**src/mute_select_map.vh**
```
// Register offsets, field positions, reset values and source codes of the mute source selector
`ifndef MUTE_SELECT_MAP_VH
`define MUTE_SELECT_MAP_VH

`define PORT0_MUTE_SELECT_OFFSET 32'h40000018
`define PORT1_MUTE_SELECT_OFFSET 32'h4000001c
`define PORT2_MUTE_SELECT_OFFSET 32'h40000020
`define CLOCK_MODE_OFFSET 32'h40000024
`define CLOCK_STATUS_OFFSET 32'h40000028

`define MUTE_SRC_MSB 2
`define MUTE_SRC_LSB 0
`define MUTE_SRC_RESET 3'h0

`define SRC_CONST_ZERO 3'h0
`define SRC_PORT2_RX_HF_CLK 3'h4

`define TX_CLK_MODE_BIT 0
`define TX_PIN_DIR_BIT 1
`define RX_CLK_MODE_BIT 2
`define RX_PIN_DIR_BIT 3
`define CLOCK_MODE_RESET 4'h0

`define BIT_CLK_EXT_IN 2'h0
`define BIT_CLK_INTERNAL 2'h1
`define BIT_CLK_EXT_OUT 2'h2
`define BIT_CLK_INVALID 2'h3

`define RESERVED_READ_FILL 29'h0

`endif

```
**src/mute_source_mux.v**
```verilog
// One eight-way mute source multiplexer with a registered output
`timescale 1ns/1ps
`default_nettype none
`include "mute_select_map.vh"

module mute_source_mux
(
	input wire sys_clk_in,
	input wire nrst_in,
	input wire [2:0] select_in,
	input wire [7:0] sources_in,
	output reg mute_out
);

	// Output follows a new code on the next edge, no handshake needed
	always @(posedge sys_clk_in)
	begin
		if (!nrst_in)
			mute_out <= 1'b0;
		else if (select_in == `SRC_CONST_ZERO)
			mute_out <= 1'b0;
		else
			mute_out <= sources_in[select_in];
	end

endmodule
`default_nettype wire

```
**src/audio_port_mute_input_select.v**
```verilog
// Mute input source selection for three audio serial ports, with bit clock mode decode
// Functional notes
// - Port 1 mute source from 3-bit code: zero, three shared pins, HF clock, three SPI pins
// - Port 2 mute source uses the same eight-way code in its own register
// - Selector bits 31 to 3 are undefined on read; software writes zeros
// - On the smallest variant the port 2 selector register is reserved
// - Every selector resets to zero, so all mute inputs see constant zero
// - Tx bit clock internal when mode 1 and direction 1; external input when 0 and 0
// - Tx bit clock external with output pin when mode 0 and direction 1
// - Rx bit clock follows the same three mode definitions
// - Port 0 mute source uses the same selector in its own register, reset zero
`timescale 1ns/1ps
`default_nettype none
`include "mute_select_map.vh"

module audio_port_mute_input_select
#(
	parameter SMALL_VARIANT = 0
)
(
	input wire sys_clk_in,
	input wire nrst_in,
	input wire [31:0] addr_in,
	input wire [31:0] wdata_in,
	input wire wr_in,
	input wire rd_in,
	output reg [31:0] rdata_out,
	input wire serial_data_pin_shared_in,
	input wire shared_pin_b_in,
	input wire shared_pin_c_in,
	input wire port2_rx_high_freq_clock_in,
	input wire spi0_pin_a_in,
	input wire spi0_pin_b_in,
	input wire spi0_pin_c_in,
	output wire port0_mute_out,
	output wire port1_mute_out,
	output wire port2_mute_out,
	output reg [1:0] tx_bit_clock_mode_out,
	output reg [1:0] rx_bit_clock_mode_out
);

	////////////////////////////////////////////////////////////////////////////
	// Decode of one clock-mode bit and one pin-direction bit
	function [1:0] clock_mode;
		input mode_bit;
		input dir_bit;
		begin
			case ({mode_bit, dir_bit})
				2'b11: clock_mode = `BIT_CLK_INTERNAL;
				2'b00: clock_mode = `BIT_CLK_EXT_IN;
				2'b01: clock_mode = `BIT_CLK_EXT_OUT;
				default: clock_mode = `BIT_CLK_INVALID;
			endcase
		end
	endfunction

	////////////////////////////////////////////////////////////////////////////
	// Selector field of a write word; reserved bits are dropped, never stored
	function [2:0] selector_field;
		input [31:0] word;
		begin
			selector_field = word[`MUTE_SRC_MSB:`MUTE_SRC_LSB];
		end
	endfunction

	// Read word of one selector; reserved bits read as zero, a legal undefined value
	function [31:0] selector_word;
		input [2:0] field;
		begin
			selector_word = {`RESERVED_READ_FILL, field};
		end
	endfunction

	////////////////////////////////////////////////////////////////////////////
	// Pin synchronisers: three stages, a change counts once stages two and three agree
	reg [6:0] pin_s1_reg;
	reg [6:0] pin_s2_reg;
	reg [6:0] pin_s3_reg;
	reg [6:0] pin_clean_reg;
	wire [6:0] pins_raw;

	assign pins_raw = {spi0_pin_c_in, spi0_pin_b_in, spi0_pin_a_in,
		port2_rx_high_freq_clock_in, shared_pin_c_in, shared_pin_b_in,
		serial_data_pin_shared_in};

	always @(posedge sys_clk_in)
	begin
		if (!nrst_in)
		begin
			pin_s1_reg <= 7'h00;
			pin_s2_reg <= 7'h00;
			pin_s3_reg <= 7'h00;
			pin_clean_reg <= 7'h00;
		end
		else
		begin
			pin_s1_reg <= pins_raw;
			pin_s2_reg <= pin_s1_reg;
			pin_s3_reg <= pin_s2_reg;
			pin_clean_reg <= (pin_s2_reg & pin_s3_reg) | (pin_clean_reg & (pin_s2_reg ^ pin_s3_reg));
		end
	end

	// Bit 0 is never selected; code zero is forced low in the mux
	wire [7:0] sources;
	assign sources = {pin_clean_reg, 1'b0};

	////////////////////////////////////////////////////////////////////////////
	// Configuration registers
	reg [2:0] port0_mute_select_reg;
	reg [2:0] port1_mute_select_reg;
	reg [2:0] port2_mute_select_reg;
	reg [3:0] clock_mode_reg;
	wire port2_present;

	// Smallest variant keeps the port 2 selector out
	assign port2_present = (SMALL_VARIANT == 0);

	always @(posedge sys_clk_in)
	begin
		if (!nrst_in)
		begin
			port0_mute_select_reg <= `MUTE_SRC_RESET;
			port1_mute_select_reg <= `MUTE_SRC_RESET;
			port2_mute_select_reg <= `MUTE_SRC_RESET;
			clock_mode_reg <= `CLOCK_MODE_RESET;
		end
		else if (wr_in)
		begin
			case (addr_in)
				`PORT0_MUTE_SELECT_OFFSET:
					port0_mute_select_reg <= selector_field(wdata_in);
				`PORT1_MUTE_SELECT_OFFSET:
					port1_mute_select_reg <= selector_field(wdata_in);
				`PORT2_MUTE_SELECT_OFFSET:
					if (port2_present)
						port2_mute_select_reg <= selector_field(wdata_in);
				`CLOCK_MODE_OFFSET:
					clock_mode_reg <= wdata_in[3:0];
				default:
					clock_mode_reg <= clock_mode_reg;
			endcase
		end
	end

	////////////////////////////////////////////////////////////////////////////
	// Read port; upper bits of selectors read as zero, one legal value of undefined
	always @(posedge sys_clk_in)
	begin
		if (!nrst_in)
			rdata_out <= 32'h00000000;
		else if (rd_in)
		begin
			case (addr_in)
				`PORT0_MUTE_SELECT_OFFSET:
					rdata_out <= selector_word(port0_mute_select_reg);
				`PORT1_MUTE_SELECT_OFFSET:
					rdata_out <= selector_word(port1_mute_select_reg);
				`PORT2_MUTE_SELECT_OFFSET:
					// Reserved selector on the smallest variant reads as zero
					rdata_out <= port2_present ? selector_word(port2_mute_select_reg)
						: 32'h00000000;
				`CLOCK_MODE_OFFSET:
					rdata_out <= {28'h0000000, clock_mode_reg};
				`CLOCK_STATUS_OFFSET:
					rdata_out <= {28'h0000000, rx_bit_clock_mode_out, tx_bit_clock_mode_out};
				default:
					rdata_out <= 32'h00000000;
			endcase
		end
		else
			rdata_out <= 32'h00000000;
	end

	////////////////////////////////////////////////////////////////////////////
	// Bit clock mode decode, registered
	always @(posedge sys_clk_in)
	begin
		if (!nrst_in)
		begin
			tx_bit_clock_mode_out <= `BIT_CLK_EXT_IN;
			rx_bit_clock_mode_out <= `BIT_CLK_EXT_IN;
		end
		else
		begin
			tx_bit_clock_mode_out <= clock_mode(clock_mode_reg[`TX_CLK_MODE_BIT],
				clock_mode_reg[`TX_PIN_DIR_BIT]);
			rx_bit_clock_mode_out <= clock_mode(clock_mode_reg[`RX_CLK_MODE_BIT],
				clock_mode_reg[`RX_PIN_DIR_BIT]);
		end
	end

	////////////////////////////////////////////////////////////////////////////
	// Three mutes; selectors switch on the next edge
	mute_source_mux port0_mux
	(
		.sys_clk_in(sys_clk_in),
		.nrst_in(nrst_in),
		.select_in(port0_mute_select_reg),
		.sources_in(sources),
		.mute_out(port0_mute_out)
	);

	mute_source_mux port1_mux
	(
		.sys_clk_in(sys_clk_in),
		.nrst_in(nrst_in),
		.select_in(port1_mute_select_reg),
		.sources_in(sources),
		.mute_out(port1_mute_out)
	);

	mute_source_mux port2_mux
	(
		.sys_clk_in(sys_clk_in),
		.nrst_in(nrst_in),
		.select_in(port2_mute_select_reg),
		.sources_in(sources),
		.mute_out(port2_mute_out)
	);

endmodule
`default_nettype wire

```
**config.mk**
```make
export PLATFORM = sky130hd
export DESIGN_NAME = audio_port_mute_input_select
export DESIGN_NICKNAME = d
export VERILOG_FILES = /design/src/mute_source_mux.v /design/src/audio_port_mute_input_select.v
export VERILOG_INCLUDE_DIRS = /design/src /design/src/src
export SDC_FILE = /design/constraint.sdc
export NUM_CORES = 1
export LEC_CHECK = 0
export BUFFER_PORTS_ARGS = -buffer_cell sky130_fd_sc_hd__buf_2
export CAP_MARGIN = 25
export CORE_MARGIN = 4
export CORE_UTILIZATION = 47
export CTS_CLUSTER_DIAMETER = 60
export CTS_CLUSTER_SIZE = 8
export DETAILED_ROUTE_END_ITERATION = 8
export MAX_ROUTING_LAYER = met4
export PLACE_DENSITY_LB_ADDON = 0.2
export SLEW_MARGIN = 20
export SYNTH_ARGS = -nofsm -noshare
export SYNTH_HDL_FRONTEND = slang
export SYNTH_SLANG_ARGS = --single-unit
```
**constraint.sdc**
```tcl
create_clock -name sys_clk_in -period 1.94 [get_ports sys_clk_in]
set_clock_uncertainty 0.05 [all_clocks]
set_input_delay 0.097 -clock sys_clk_in [delete_from_list [all_inputs] [get_ports sys_clk_in]]
set_output_delay 0.097 -clock sys_clk_in [all_outputs]
set_load 0.03 [all_outputs]
```
# Word level (Yosys, flattened, before mapping)
# Cells that the tools add are included.
[word_totals]
reg_bits = 80
inputBits = 75
[classes]
order_cmp = 3
eq_ne = 9
mux = 9
bitwise = 5
reduce_logical = 13
[op_table]
columns = ["op", "n"]
rows = [
  ["32-bit by 31-bit equality test with 1-bit output, second input constant", 5],
  ["4-bit one-hot mux with 5 select lines", 1],
  ["7-bit AND", 2],
  ["3-bit by 4-bit < comparator with 1-bit output, second input constant", 3],
  ["2-bit one-hot mux with 3 select lines", 2],
  ["2-bit AND reduction", 5],
  ["1-bit binary-select mux with 3-bit select", 3],
  ["3-bit logical NOT", 3],
  ["7-bit OR", 1],
  ["7-bit bitwise XOR", 1],
  ["2-bit OR reduction", 3],
  ["2-bit by 1-bit equality test with 1-bit output, second input constant", 2],
  ["2-bit equality test, second input constant", 2],
  ["2-bit logical NOT", 2],
  ["1-bit two-way mux", 3],
  ["1-bit NOT", 1],
]

# Depth between registers and ports, before layout
[logic_depth]
ltp_word = 3
depth_mapped = 5
mapped_depth_nobuf = 4

# By module
# Synthesis repeated with hierarchy kept, for this count alone.
[hier_totals]
hier_cells = 237
area_unflattened_um2 = 2402.3
[by_module_without_submodules]
columns = ["mod", "instances", "cells_each", "area_per_inst_um2", "seq_area_each_um2"]
rows = [
  ["audio_port_mute_input_select", 1, 213, 2162.1, 980.9],
  ["mute_source_mux", 3, 8, 80.1, 20.0],
]

# Worst setup path before layout
# Ideal clock, no wire load.
[synth_path]
path_kind = "input port to flip-flop"
startpoint = "input port addr_in[27]"
endpoint = "register rdata_out[3]"
setup_ns = 0.079
arrival_ns = 1.274
required_ns = 1.811
path_slack_ns = 0.537
stages = 4
path_cell_list = "nor4b_4 -> nand4_4 -> or4_4 -> a211oi_2"
[synth_between]
elab_chain_len = 2
[synth_lines]
columns = ["item", "line_no", "text"]
rows = [
  ["start, declared", "audio_port_mute_input_select.v:23", "input wire [31:0] addr_in,"],
  ["32-bit by 31-bit equality test with 1-bit output", "audio_port_mute_input_select.v:154", "case (addr_in)"],
  ["4-bit one-hot mux with 5 select lines *", "audio_port_mute_input_select.v:154", ""],
  ["end signal, assigned", "audio_port_mute_input_select.v:156", "rdata_out <= selector_word(port0_mute_select_reg);"],
  ["end signal, assigned", "audio_port_mute_input_select.v:158", "rdata_out <= selector_word(port1_mute_select_reg);"],
  ["end signal, assigned", "audio_port_mute_input_select.v:161", "rdata_out <= port2_present ? selector_word(port2_mute_select_reg)"],
  ["end, declared", "audio_port_mute_input_select.v:27", "output reg [31:0] rdata_out,"],
]
# Every way passes the cells marked *; elsewhere a longest branch is shown, timed or not.
# A chain may end at the register's enable or synchronous reset.

# Worst setup path after layout
[layout_path]
startpoint = "register port2_mute_select_reg[0]"
endpoint = "register port2_mux.mute_out"
[layout_between]
elab_chain_len = 2
[layout_lines]
columns = ["item", "line_no", "text"]
rows = [
  ["start, declared", "audio_port_mute_input_select.v:112", "reg [2:0] port2_mute_select_reg;"],
  ["start signal, assigned", "audio_port_mute_input_select.v:125", "port2_mute_select_reg <= `MUTE_SRC_RESET;"],
  ["start signal, assigned", "audio_port_mute_input_select.v:137", "port2_mute_select_reg <= selector_field(wdata_in);"],
  ["1-bit binary-select mux with 3-bit select or 3-bit logical NOT (tied branches)", "--", ""],
  ["1-bit two-way mux (not written as such) or 2-bit OR reduction (tied branches)", "--", ""],
  ["end signal, assigned", "mute_source_mux.v:23", "mute_out <= sources_in[select_in];"],
  ["end, declared", "mute_source_mux.v:12", "output reg mute_out"],
]
# Parallel ways exist; a longest one is shown, timed or not. The select of a mux whose other input is x is not followed.

==> out/results.ini <==
[outcome]
outcome=complete, no violations

[timing]
hold_violations=0
tns_ns=0
clock.fmax_mhz=724.1
min_period_ns=1.381
period_share_pct=71.19
setup_slack_ns=0.5589
final-max-slew-violation-count=0
rsz0062_at_grt=no
setup_viol=0

[cts]
cts_tree=yes
cts_resized=0
hold_buffers=8
clk_pin_slew_ns=0.10
cts_max_path_buffers=2
h-tree-depth=2
post_cts_buffers=0
cts_buffers=5
insertion_delay_ns=0.30
cts_root_buf=clkbuf_8
cts_sinks=52

[detailed_routing]
routed_wl_um=4581
drt-initial-drc-count=64
vias=1767
ant_nets=0
post-route-drc-count=0
wire_per_inst_um=12.02
post_drt_via_cell_ratio=4.638
first_pass_iters=4

[final_layout]
regArea_um2=1041
drive_gt1_share_pct=29.58
area_growth_pct=16.50
nets=396
design_area_um2=2950
final_cell_count_no_fill=381
multiInputGateArea_um2=1338
n_fill_cell=483
n_antenna_cell=0

[worst_hold_path]
hold_path_end=rdata_out[1]$_SDFF_PN0_
hold_start=addr_in[0]
min-delay-path-class=in -> reg
min_path_cells=4

[die]
core_area_um2=5172
die_h_um=81.41
num_rows=26
ios=114
dieArea_um2=6627
die_x_um=81.41
start_util_pct=48.96

[yosys]
synth_seq_cells=52
syn_inst=244
netlist_area_um2=2532
ys_warn_count=0
synth.avg_cell_area_um2=10.38
synth_seq_area_share_pct=41.11
synth.distinct_cells=39

[global_routing]
antenna_found_initial=0
grt_use_total_pct=14.40
grt_overflow=0
grt_pass1_wl_um=7300
grt_pass1_vias=1588
grt_max_degree=53

[power_and_ir_drop]
leakagePower_uw=0.001364
p_per_area_nw_per_um2=659.7
irDropWorstVdd_uv=470.9
power.total_uw=1946

[critical_path]
regToRegSetupSlack_ns=0.56
crit-reg2reg-launch=port2_mute_select_reg[0]$_SDFFE_PN0P_
required_ns=2.10
r2r_end=port2_mux.mute_out$_SDFF_PP0_
crit_fanout=5
rr_worst_depth=3
startpoint_type=flop
arrival_ns=1.54
critPathCaptureType=flop
startpoint=port2_mute_select_reg[0]$_SDFFE_PN0P_
crit_type=reg -> reg

[place]
dp.cells=365
place_congestion=0.7806
numPortBuffers=57
dp_hpwl_um=3429
dpl-instance-area_um2=2774
pre_cts_slack_ns=0.2514

[flow_run]
drv_cap=0

==> cell usage after synthesis <==
cell type	instances	share of area, %
nand2_1	27	4.0
or4b_4	1	0.54
mux2_2	8	3.6
o2bb2ai_1	1	0.35
mux4_2	3	2.7
and3b_1	1	0.35
and4_1	1	0.35
o21ai_0	3	0.59
buf_6	1	0.44
nand4_1	3	0.74
nand3b_1	2	0.59
dfxtp_1	52	41
buf_4	29	8.6
ha_1	11	5.4
nor2_1	2	0.30
and4_2	1	0.40
a21oi_1	11	2.2
nand3_1	5	0.99
nand4_4	1	0.84
mux2i_1	14	5.5
nor4b_4	1	0.94
conb_1	1	0.15
nor2b_1	9	2.2
nor3b_1	1	0.30
a211oi_2	1	0.49
and2_1	24	5.9
a32oi_1	2	0.69
nor2_2	1	0.25
clkbuf_1	5	0.74
inv_1	2	0.30
nor4_1	2	0.49
or4_4	1	0.44
nor4_2	1	0.49
nor4_4	4	3.4
nor3_1	1	0.20
nand2b_1	4	0.99
o211a_1	3	1.2
and2b_2	2	0.69
o21a_1	2	0.59
==> cell type report <==
type,count,area share [%]
clock buffers,6,2.799
clock inverters,2,0.4665
multi-input cells,182,45.33
inverters,2,0.2545
repair buffers,67,12.89
well taps,70,2.969
flip-flops and latches,52,35.28
==> cells by family (layout without fill, tap and decap cells) <==
family          Yosys count  after routing  share of synthesized area (%)
mux                      25             25                          11.76
fa+ha+maj                11             11                          5.435
buf+inv                  37             77                          10.08
simple gates             95             95                          25.39
flops                    52             52                          41.11
compound gates           23             23                          6.077
other cells               1             28                         0.1481
==> routing by layer <==
layer / vias to the layer above / global-route usage, % / part of all wire (%)
met5: - / - / 0
met4: 0 / 3.547 / 0.85
met3: 4 / 3.437 / 10
met2: 69 / 21.91 / 42
met1: 774 / 19.24 / 47
li1: 920 / - / -
==> critical path, cell delays in order (launching register included) <==
cell      delay (ns)
dfxtp_1         0.45
mux4_2          0.52
nand2b_1        0.15
o211a_1         0.12
==> cell usage in the layout, fill, tap and decap left out, drive strengths merged, types with 2 or more instances in the layout <==
master        n
a21oi        11
a32oi         2
and2         24
and2b         2
and4          2
buf          59
clkbuf        6
conb         28
dfxtp        52
dlygate4sd3   8
ha           11
inv           3
mux2          8
mux2i        14
mux4          3
nand2        27
nand2b        4
nand3         5
nand3b        2
nand4         4
nor2          3
nor2b         9
nor4          7
o211a         3
o21a          2
o21ai         3
==> worst max-delay path by stage <==
| stage | slack [ns] | cells past startpoint | endpoint |
|---|---|---|---|
| after detailed placement | 0.25 | 5 | clock_mode_reg[0]$_SDFFE_PN0P_ |
| after global placement | 0.25 | 5 | clock_mode_reg[2]$_SDFFE_PN0P_ |
| after global routing | 0.44 | 5 | clock_mode_reg[0]$_SDFFE_PN0P_ |
| after floorplan | 0.54 | 4 | rdata_out[3]$_SDFF_PN0_ |
| final | 0.56 | 3 | port2_mux.mute_out$_SDFF_PP0_ |
| after CTS | 0.55 | 3 | port2_mux.mute_out$_SDFF_PP0_ |
==> metrics by stage <==
step                      util, %  hold slack (ns)
after floorplan                 -           0.1743
after global placement      53.63           0.2523
after detailed placement    53.63           0.2551
after CTS                   57.04          0.09460
after global routing        57.04           0.1102
final                       57.04           0.1004
==> report_power, final <==
part           internal, uW  switching, uW  total, uW
Combinational          75.1            139        214
Clock                   292            350        642
Sequential             1080           5.31       1090
Total                  1450            495       1950
Power figures use the tool's default switching activity.
